`src/core/cftte_defines.vh`:
```
// Constants for the fault, trap and trace exception unit
// Function
// RL1 - Odd prefetch: no bus cycle, error after completion
// RL2 - Address error uses vector 3, bit0 cleared
// RL3 - New exception from completion served before address error
// RL4 - Address error during fault processing: double fault
// RL5 - Double fault halts, state 0111, reset only
// RL6 - Zero divisor on divide traps
// RL7 - Vectors 5 divide, 6 checks, 7 calls
// RL8 - Numbered call always traps, vector 32 plus n
// RL9 - Trap: copy status, supervisor, clear trace, stack
// RL10 - Non-numbered traps also save faulting address
// RL11 - Invalid opcode or bad control move: vector 4
// RL12 - Breakpoint acknowledge end gives illegal instruction
// RL13 - Opcode line A gives vector 10
// RL14 - Illegal line F opcode gives vector 11
// RL15 - Bad opcodes not executed, stack own address
// RL16 - Float opcode: effective address, long frame
// RL17 - Privileged op in user mode: vector 8
// RL18 - Trace bits select none, flow, all, reserved
// RL19 - Trace bits sampled at instruction start
// RL20 - Flow tracing covers branches, traps, status writes
// RL21 - Suspended traced instruction traces after completion
// RL22 - Forced exception, then trace, then interrupt
// RL23 - Bad opcodes never traced
// RL24 - Trace uses vector 9, next address stacked
// RL25 - Traced stop loads status, traces, never stops
// RL26 - Vector offset is vector number times four
`ifndef CFTTE_DEFINES_VH
`define CFTTE_DEFINES_VH
`define CFTTE_VEC_ADDR_ERR   8'h03
`define CFTTE_VEC_ILLEGAL    8'h04
`define CFTTE_VEC_DIV_ZERO   8'h05
`define CFTTE_VEC_CHECK      8'h06
`define CFTTE_VEC_CALL       8'h07
`define CFTTE_VEC_PRIV       8'h08
`define CFTTE_VEC_TRACE      8'h09
`define CFTTE_VEC_LINE_A     8'h0a
`define CFTTE_VEC_LINE_F     8'h0b
`define CFTTE_VEC_NUM_BASE   8'h20
`define CFTTE_OP_LINE_A      4'ha
`define CFTTE_OP_LINE_F      4'hf
`define CFTTE_PST_HALT       4'h7
`define CFTTE_PST_NORMAL     4'h0
`define CFTTE_TRACE_NONE     2'h0
`define CFTTE_TRACE_FLOW     2'h1
`define CFTTE_TRACE_ALL      2'h2
`define CFTTE_SR_S_BIT       13
`define CFTTE_SR_T0_BIT      14
`define CFTTE_SR_T1_BIT      15
`define CFTTE_FMT_NORMAL     4'h0
`define CFTTE_FMT_ADDR       4'h2
`define CFTTE_FMT_FLOAT      4'h4
`define CFTTE_FMT_FMT2       4'h2
`endif

```
`src/core/cftte_unit.v`:
```
// Fault, trap and trace exception control of the integer core
`timescale 1ns/1ps
`default_nettype none
`include "cftte_defines.vh"
module cftte_unit (
    input  wire        sys_clk,
    input  wire        rst,
    input  wire        instr_start,
    input  wire        instr_done,
    input  wire        instr_suspend,
    input  wire [15:0] opcode,
    input  wire        opcode_invalid,
    input  wire        ctrl_move_bad_reg,
    input  wire        fp_unimpl,
    input  wire        privileged_op,
    input  wire        change_of_flow,
    input  wire        stop_op,
    input  wire        divide_op,
    input  wire        divisor_zero,
    input  wire        check_fail,
    input  wire        call_taken,
    input  wire        num_call,
    input  wire [3:0]  num_call_n,
    input  wire        prefetch_req,
    input  wire [31:0] prefetch_addr,
    input  wire        bkpt_ack_end,
    input  wire        bus_fault_active,
    input  wire        reset_active,
    input  wire        frame_done,
    input  wire [15:0] status_register,
    input  wire [31:0] program_counter,
    input  wire [31:0] next_pc,
    input  wire [31:0] operand_effective_address,
    output reg         prefetch_go,
    output reg         exc_req,
    output reg  [7:0]  exc_vector,
    output reg  [9:0]  exc_vector_offset,
    output reg  [3:0]  exc_format,
    output reg  [15:0] exc_sr_copy,
    output reg  [15:0] sr_new,
    output reg  [31:0] exc_stacked_pc,
    output reg  [31:0] exc_fault_pc,
    output reg         exc_fault_pc_valid,
    output reg  [31:0] exc_fault_addr,
    output reg         exc_fault_addr_valid,
    output reg         stop_enter,
    output reg  [3:0]  processor_state_outputs,
    output reg         halted
);
    // ==========================================
    // State
    localparam ST_RUN  = 2'h0;
    localparam ST_EXC  = 2'h1;
    localparam ST_HALT = 2'h3;
    reg  [1:0]  state_reg;
    reg  [1:0]  state_next;
    reg  [1:0]  trace_mode_reg;
    reg         trace_owed_reg;
    reg         trace_due_reg;
    reg         ae_pend_reg;
    reg  [31:0] ae_addr_reg;
    reg  [31:0] ae_pc_reg;
    reg         in_fault_proc_reg;
    wire        trace_select_high = status_register[`CFTTE_SR_T1_BIT];
    wire        trace_select_low  = status_register[`CFTTE_SR_T0_BIT];
    wire        user_mode = ~status_register[`CFTTE_SR_S_BIT];
    wire        odd_fetch = prefetch_req & prefetch_addr[0];

    // ==========================================
    // Exception selection
    reg         sel;
    reg  [7:0]  vec;
    reg  [3:0]  fmt;
    reg  [31:0] spc;
    reg  [31:0] fpc;
    reg         fpc_v;
    reg  [31:0] fad;
    reg         fad_v;
    reg         is_ae;
    reg         is_trace;
    wire        bad_op = instr_start & (opcode_invalid | ctrl_move_bad_reg);
    wire        line_a = instr_start & (opcode[15:12] == `CFTTE_OP_LINE_A);
    wire        line_f = instr_start & (opcode[15:12] == `CFTTE_OP_LINE_F) & (opcode_invalid | fp_unimpl);
    wire        priv = instr_start & privileged_op & user_mode;
    wire        traced = (instr_done & ~instr_suspend & trace_owed_reg) | trace_due_reg;
    wire        forced = instr_done & ~instr_suspend &
                         ((divide_op & divisor_zero) | check_fail | call_taken | num_call);
    always @* begin
        sel = 1'b0;
        vec = 8'h00;
        fmt = `CFTTE_FMT_NORMAL;
        spc = program_counter;
        fpc = program_counter;
        fpc_v = 1'b0;
        fad = 32'h0000_0000;
        fad_v = 1'b0;
        is_ae = 1'b0;
        is_trace = 1'b0;
        if (bkpt_ack_end) begin
            sel = 1'b1; // RL12
            vec = `CFTTE_VEC_ILLEGAL;
        end else if (line_a) begin
            sel = 1'b1; // RL13 RL15
            vec = `CFTTE_VEC_LINE_A;
        end else if (line_f & fp_unimpl & ~opcode_invalid) begin
            sel = 1'b1; // RL16
            vec = `CFTTE_VEC_LINE_F;
            fmt = `CFTTE_FMT_FLOAT;
            spc = next_pc;
            fad = operand_effective_address;
            fad_v = 1'b1;
            fpc_v = 1'b1;
        end else if (line_f) begin
            sel = 1'b1; // RL14 RL15
            vec = `CFTTE_VEC_LINE_F;
        end else if (bad_op) begin
            sel = 1'b1; // RL11 RL15
            vec = `CFTTE_VEC_ILLEGAL;
        end else if (priv) begin
            sel = 1'b1; // RL17
            vec = `CFTTE_VEC_PRIV;
        end else if (forced) begin
            sel = 1'b1; // RL6 RL9 RL22
            spc = next_pc;
            fmt = `CFTTE_FMT_FMT2;
            fpc_v = ~num_call; // RL10
            if (num_call)
                vec = `CFTTE_VEC_NUM_BASE + {4'h0, num_call_n}; // RL8
            else if (divide_op & divisor_zero)
                vec = `CFTTE_VEC_DIV_ZERO; // RL7
            else if (check_fail)
                vec = `CFTTE_VEC_CHECK;
            else
                vec = `CFTTE_VEC_CALL;
            if (num_call)
                fmt = `CFTTE_FMT_NORMAL;
        end else if (traced) begin
            sel = 1'b1; // RL24 RL22
            is_trace = 1'b1;
            vec = `CFTTE_VEC_TRACE;
            spc = next_pc;
        end else if (ae_pend_reg & ~instr_start) begin
            sel = 1'b1; // RL2 RL3
            is_ae = 1'b1;
            vec = `CFTTE_VEC_ADDR_ERR;
            fmt = `CFTTE_FMT_ADDR;
            fpc = ae_pc_reg;
            fpc_v = 1'b1;
            fad = {ae_addr_reg[31:1], 1'b0};
            fad_v = 1'b1;
        end
    end

    // ==========================================
    // Sequencing
    always @* begin
        state_next = state_reg;
        case (state_reg)
            ST_RUN: begin
                if (sel)
                    state_next = ST_EXC;
            end
            ST_EXC: begin
                if (frame_done)
                    state_next = ST_RUN;
            end
            ST_HALT: state_next = ST_HALT; // RL5
            default: state_next = ST_RUN;
        endcase
        if (odd_fetch & (bus_fault_active | reset_active | in_fault_proc_reg))
            state_next = ST_HALT; // RL4
    end

    always @(posedge sys_clk) begin
        if (rst) begin
            state_reg <= ST_RUN;
            trace_mode_reg <= `CFTTE_TRACE_NONE;
            trace_owed_reg <= 1'b0;
            trace_due_reg <= 1'b0;
            ae_pend_reg <= 1'b0;
            ae_addr_reg <= 32'h0000_0000;
            ae_pc_reg <= 32'h0000_0000;
            in_fault_proc_reg <= 1'b0;
            prefetch_go <= 1'b0;
            exc_req <= 1'b0;
            exc_vector <= 8'h00;
            exc_vector_offset <= 10'h000;
            exc_format <= `CFTTE_FMT_NORMAL;
            exc_sr_copy <= 16'h0000;
            sr_new <= 16'h0000;
            exc_stacked_pc <= 32'h0000_0000;
            exc_fault_pc <= 32'h0000_0000;
            exc_fault_pc_valid <= 1'b0;
            exc_fault_addr <= 32'h0000_0000;
            exc_fault_addr_valid <= 1'b0;
            stop_enter <= 1'b0;
            processor_state_outputs <= `CFTTE_PST_NORMAL;
            halted <= 1'b0;
        end else begin
            state_reg <= state_next;
            exc_req <= 1'b0;
            stop_enter <= 1'b0;
            prefetch_go <= prefetch_req & ~prefetch_addr[0] & (state_next != ST_HALT); // RL1
            if (state_next == ST_HALT) begin
                halted <= 1'b1; // RL5
                processor_state_outputs <= `CFTTE_PST_HALT;
                exc_req <= 1'b0;
            end else begin
                if (state_reg == ST_EXC & frame_done)
                    in_fault_proc_reg <= 1'b0;
                if (odd_fetch & ~ae_pend_reg) begin
                    ae_pend_reg <= 1'b1; // RL1
                    ae_addr_reg <= prefetch_addr;
                    ae_pc_reg <= program_counter;
                end
                if (instr_start) begin
                    trace_mode_reg <= {trace_select_high, trace_select_low}; // RL19
                    trace_owed_reg <= ({trace_select_high, trace_select_low} == `CFTTE_TRACE_ALL) |
                        (({trace_select_high, trace_select_low} == `CFTTE_TRACE_FLOW) &
                         (change_of_flow | stop_op)); // RL18 RL20
                end
                if (instr_done & ~instr_suspend & trace_owed_reg)
                    trace_due_reg <= 1'b1; // RL22
                if (instr_done & ~instr_suspend & stop_op &
                    ~(trace_owed_reg & trace_mode_reg == `CFTTE_TRACE_ALL))
                    stop_enter <= ~trace_owed_reg; // RL25
                if (sel & state_reg == ST_RUN) begin
                    exc_req <= 1'b1;
                    exc_vector <= vec;
                    exc_vector_offset <= {vec, 2'b00}; // RL26
                    exc_format <= fmt;
                    exc_sr_copy <= status_register; // RL9
                    sr_new <= (status_register | (16'h0001 << `CFTTE_SR_S_BIT)) &
                              ~((16'h0001 << `CFTTE_SR_T1_BIT) | (16'h0001 << `CFTTE_SR_T0_BIT));
                    exc_stacked_pc <= spc;
                    exc_fault_pc <= fpc;
                    exc_fault_pc_valid <= fpc_v;
                    exc_fault_addr <= fad;
                    exc_fault_addr_valid <= fad_v;
                    if (is_ae) begin
                        ae_pend_reg <= 1'b0;
                        in_fault_proc_reg <= 1'b1;
                    end
                    if (is_trace | bad_op | line_a | line_f)
                        trace_owed_reg <= 1'b0; // RL23
                    if (is_trace)
                        trace_due_reg <= 1'b0; // RL22
                end
                if (instr_suspend)
                    trace_owed_reg <= trace_owed_reg; // RL21
            end
        end
    end
endmodule
`default_nettype wire

```
`config.mk`:
```
export PLATFORM = sky130hd
export DESIGN_NAME = cftte_unit
export DESIGN_NICKNAME = d
export VERILOG_FILES = /design/src/core/cftte_unit.v
export VERILOG_INCLUDE_DIRS = /design/src /design/src/core
export SDC_FILE = /design/constraint.sdc
export NUM_CORES = 1
export LEC_CHECK = 0
export BUFFER_PORTS_ARGS = -buffer_cell sky130_fd_sc_hd__buf_2
export CORE_MARGIN = 2
export CORE_UTILIZATION = 43
export DETAILED_ROUTE_END_ITERATION = 8
export HOLD_SLACK_MARGIN = 0.05
export PLACE_DENSITY = 0.81
export SLEW_MARGIN = 40
export SYNTH_ARGS = -nofsm -noshare
export SYNTH_HDL_FRONTEND = slang
export SYNTH_SLANG_ARGS = --single-unit
export TNS_END_PERCENT = 10
```
`constraint.sdc`:
```
create_clock -name sys_clk -period 1.8 [get_ports sys_clk]
set_clock_uncertainty 0.1 [all_clocks]
set_input_delay 0.09 -clock sys_clk [delete_from_list [all_inputs] [get_ports sys_clk]]
set_output_delay 0.09 -clock sys_clk [all_outputs]
set_load 0.01 [all_outputs]
```
==> results.py <==
metrics = {
    "sta": {
        "min_period_ns": 2.04,
        "layout_setup_ws_ns": -0.240,
        "worst_pin_slew_ns": 0.830,
        "setup_viol": 179,
        "rsz0062_at_grt": "yes",
        "maxSlewHeadroom_pct": 44.1,
        "fmax_ghz": 0.490,
        "final_max_slew_viol_count": 0,
        "finalHoldViolations": 0,
        "post-route-period-util_pct": 113,
    },
    "placement": {
        "post-place-cells": 1507,
        "place_area_sq_um": 10300,
        "gp_congestion": 0.879,
        "numPortBuffers": 319,
        "dp_hpwl_mm": 17.4,
    },
    "logic_synthesis": {
        "synthesis.area_sq_um": 8100,
        "synthMuxAreaShare_pct": 4.08,
        "synthArstFlopShare_pct": 0,
        "synthAdderAreaFrac_pct": 0,
        "synth_xor_xnor_area_share_pct": 0,
        "synth_top_family_by_area": "compound AO/OA/AOI/OAI gates",
        "synth_edf_count": 0,
        "synth_cell_types": 45,
        "syn_avg_cell_area_sq_um": 8.22,
        "yosysSeqAreaShare_pct": 48.2,
        "synth-seq-cells": 195,
        "yosys_warnings": 0,
        "synthCells": 986,
        "synthFlopType": "dfxtp_1",
        "synth_compound_area_share_pct": 20.3,
        "synth_simple_gate_area_share_pct": 19.4,
    },
    "global_route": {
        "antenna_found_initial": 5,
        "grt_max_degree": 66,
        "use_met1_pct": 36.8,
        "grt_pass1_vias": 9832,
        "grt_busiest_layer": "met2",
        "grt_pass1_wl_mm": 50.6,
        "use_met2_pct": 53.4,
        "track_usage_pct": 32.0,
        "grt-ovfl-total": 0,
        "grt_util_met3_pct": 7.73,
    },
    "pwr": {
        "p_per_area_nw_per_um2": 881,
        "pwr-share-comb_pct": 26.5,
        "power.leakage_nw": 5.84,
        "clock_power_share_pct": 32.6,
        "switching_share_pct": 31.3,
        "power_switching_w": 0.00378,
        "p_total_w": 0.0121,
        "ir_drop_mv": 0.705,
        "p_seq_share_pct": 40.9,
        "p_int_w": 0.00831,
    },
    "flow_run": {
        "maxCapViolations": 0,
    },
    "setup_path": {
        "cpPeakStageDelay_ns": 0.36,
        "endpoint_kind": "flip-flop",
        "critPathRequiredTime_ns": 2.00,
        "cp_slowest_cell": "dfxtp_2",
        "critical_path.startpoint_type": "flip-flop",
        "cp.arrival_ns": 2.24,
        "crit_chain": "nor2_2 > a32oi_2 > buf_4 > nor2_4 > a21oi_4 > buf_12 > buf_12 > nor2_1 > nor3_1",
        "critPathKind": "flip-flop to flip-flop",
        "crit_top_cell": "buf_12",
        "cp_max_fo": 6,
    },
    "routing": {
        "drc": 0,
        "vias": 10200,
        "viasPerCell": 5.86,
        "wirelength_mm": 37.1,
        "first_pass_iters": 6,
        "wl_per_cell_microns": 21.4,
        "ant_nets": 0,
        "drt-initial-drc-count": 846,
    },
    "die": {
        "initial_utilization_pct": 43.6,
        "dieArea_sq_um": 20000,
        "coreArea_sq_um": 18600,
        "die_y_microns": 141,
        "fp.dieW_microns": 141,
        "top_level_ports": 345,
        "rows": 50,
    },
    "outcome": {
        "violations": "setup timing",
        "status": "complete, but fails checks",
    },
    "clock_tree": {
        "htreeDepth": 4,
        "cts_root_buf": "clkbuf_16",
        "cts_buffers": 17,
        "cts.sinks": 195,
        "cts_buffer_depth": 2,
        "path_clk_slew_ns": 0.07,
        "clock_latency_ns": 0.43,
        "cts_tree": "yes",
    },
    "final_layout": {
        "final_cells": 1732,
        "drive_gt1_share_pct": 40.5,
        "final_nets": 1667,
        "final_area_sq_um": 13700,
        "syn2layout_area_growth_pct": 69.3,
    },
    "min_path": {
        "hold_class": "primary input to flip-flop",
    },
}
-- power by group through the flow --
stage | clock network [W] | logic, W | registers (W)
2_1_floorplan | 0 | 0.00109 | 0.00511
3_3_place_gp | 0 | 0.00219 | 0.00497
3_5_place_dp | 0 | 0.00223 | 0.00498
4_1_cts | 0.00393 | 0.00268 | 0.00489
5_1_grt | 0.00411 | 0.00339 | 0.00497
6_report | 0.00394 | 0.00320 | 0.00494
-- per-stage QoR --
step	util (%)	hold WS [ns]	setup WS, ns	setup TNS [ns]
3_5_place_dp	55.4	0.236	-0.366	-34.72
2_1_floorplan	-	0.0667	-0.0000552	-0.000987
4_1_cts	69.0	0.0561	-0.0558	-1.91
6_report	73.8	0.0738	-0.240	-14.42
5_1_grt	73.8	0.0819	-0.290	-29.82
3_3_place_gp	55.4	0.231	-0.364	-31.91
-- final timing paths --
check	from	endpoint	slack, ns	cells past startpoint
max	trace_due_reg	exc_fault_pc_valid	-0.24	9
min	num_call	exc_vector_offset[7]	0.07	4
max reg2reg	trace_due_reg	exc_fault_pc_valid	-0.24	9
min reg2reg	ae_pc_reg[12]	ae_pc_reg[12]	0.36	2
-- cells in the mapped netlist, types with 2 or more instances --
cell type | number | area (sq um)
a211oi_1 | 70 | 526
a21o_1 | 3 | 22.5
a21oi_1 | 129 | 646
a221oi_1 | 31 | 272
buf_2 | 34 | 170
buf_4 | 43 | 323
clkbuf_1 | 35 | 131
dfxtp_1 | 195 | 3900
inv_1 | 2 | 7.51
mux2i_1 | 33 | 330
nand2_1 | 206 | 773
nand2b_1 | 3 | 18.8
nand3_1 | 5 | 25.0
nor2_1 | 118 | 443
nor2b_1 | 5 | 31.3
nor3_1 | 35 | 175
nor3_2 | 3 | 30.0
o211ai_1 | 2 | 15.0
o21ai_0 | 7 | 35.0
o22ai_1 | 2 | 12.5
-- layer usage --
metal  wire length, microns  vias up
met4                   2840        2
met3                   3370      261
met2                  17600      777
li1                       -     4381
met1                  13300     4733
met5                     13        -
-- critical path, delay by kind of cell (launching register included) --
kind / cells / cell delay, ns
AO/OA/AOI/OAI: 2 / 0.49
buffers and inverters: 3 / 0.47
flip-flops: 1 / 0.36
AND/OR/NAND/NOR: 4 / 0.48
-- cells in the final DEF, fill, tap and decap left out, types with 6 or more instances in the layout --
cell	instances
buf_4	56
dfxtp_1	192
nand2_1	191
a221oi_4	8
o21ai_0	7
buf_2	318
clkbuf_16	23
nor3_2	11
a221oi_2	13
nor2_1	110
buf_12	27
a211oi_1	39
conb_1	13
a221oi_1	10
a211oi_2	31
dlygate4sd3_1	151
mux2i_1	28
nand2_2	10
buf_6	14
nor2_2	6
a21oi_1	92
nor3_1	25
a21oi_2	35
-- cell type report --
class | instances | area (sq um)
clock inverters | 12 | 146
inverters | 2 | 7.51
flip-flops and latches | 195 | 3910
well taps | 234 | 293
clock buffers | 19 | 443
repair buffers | 579 | 4530
multi-input cells | 687 | 4380
fillers | 1160 | 4870
diodes | 4 | 10.0
-- timing repair --
action | in CTS | in global routing
resized for setup | 42 | 137
hold endpoints to repair | 188 | 0
endpoints found under the setup margin | 183 | 183
pin swaps | 20 | 67
setup buffers | 16 | 14
cloned | 4 | 6
hold buffers | 151 | 0
-- logic make-up (layout without fill, tap and decap cells) --
logic type	count (synthesis)	count (layout)
other cells	1	17
buf+inv	116	612
flops	195	195
mux	33	33
simple gates	384	384
compound gates	257	257
Note: power is estimated with default switching activity, not from simulation.
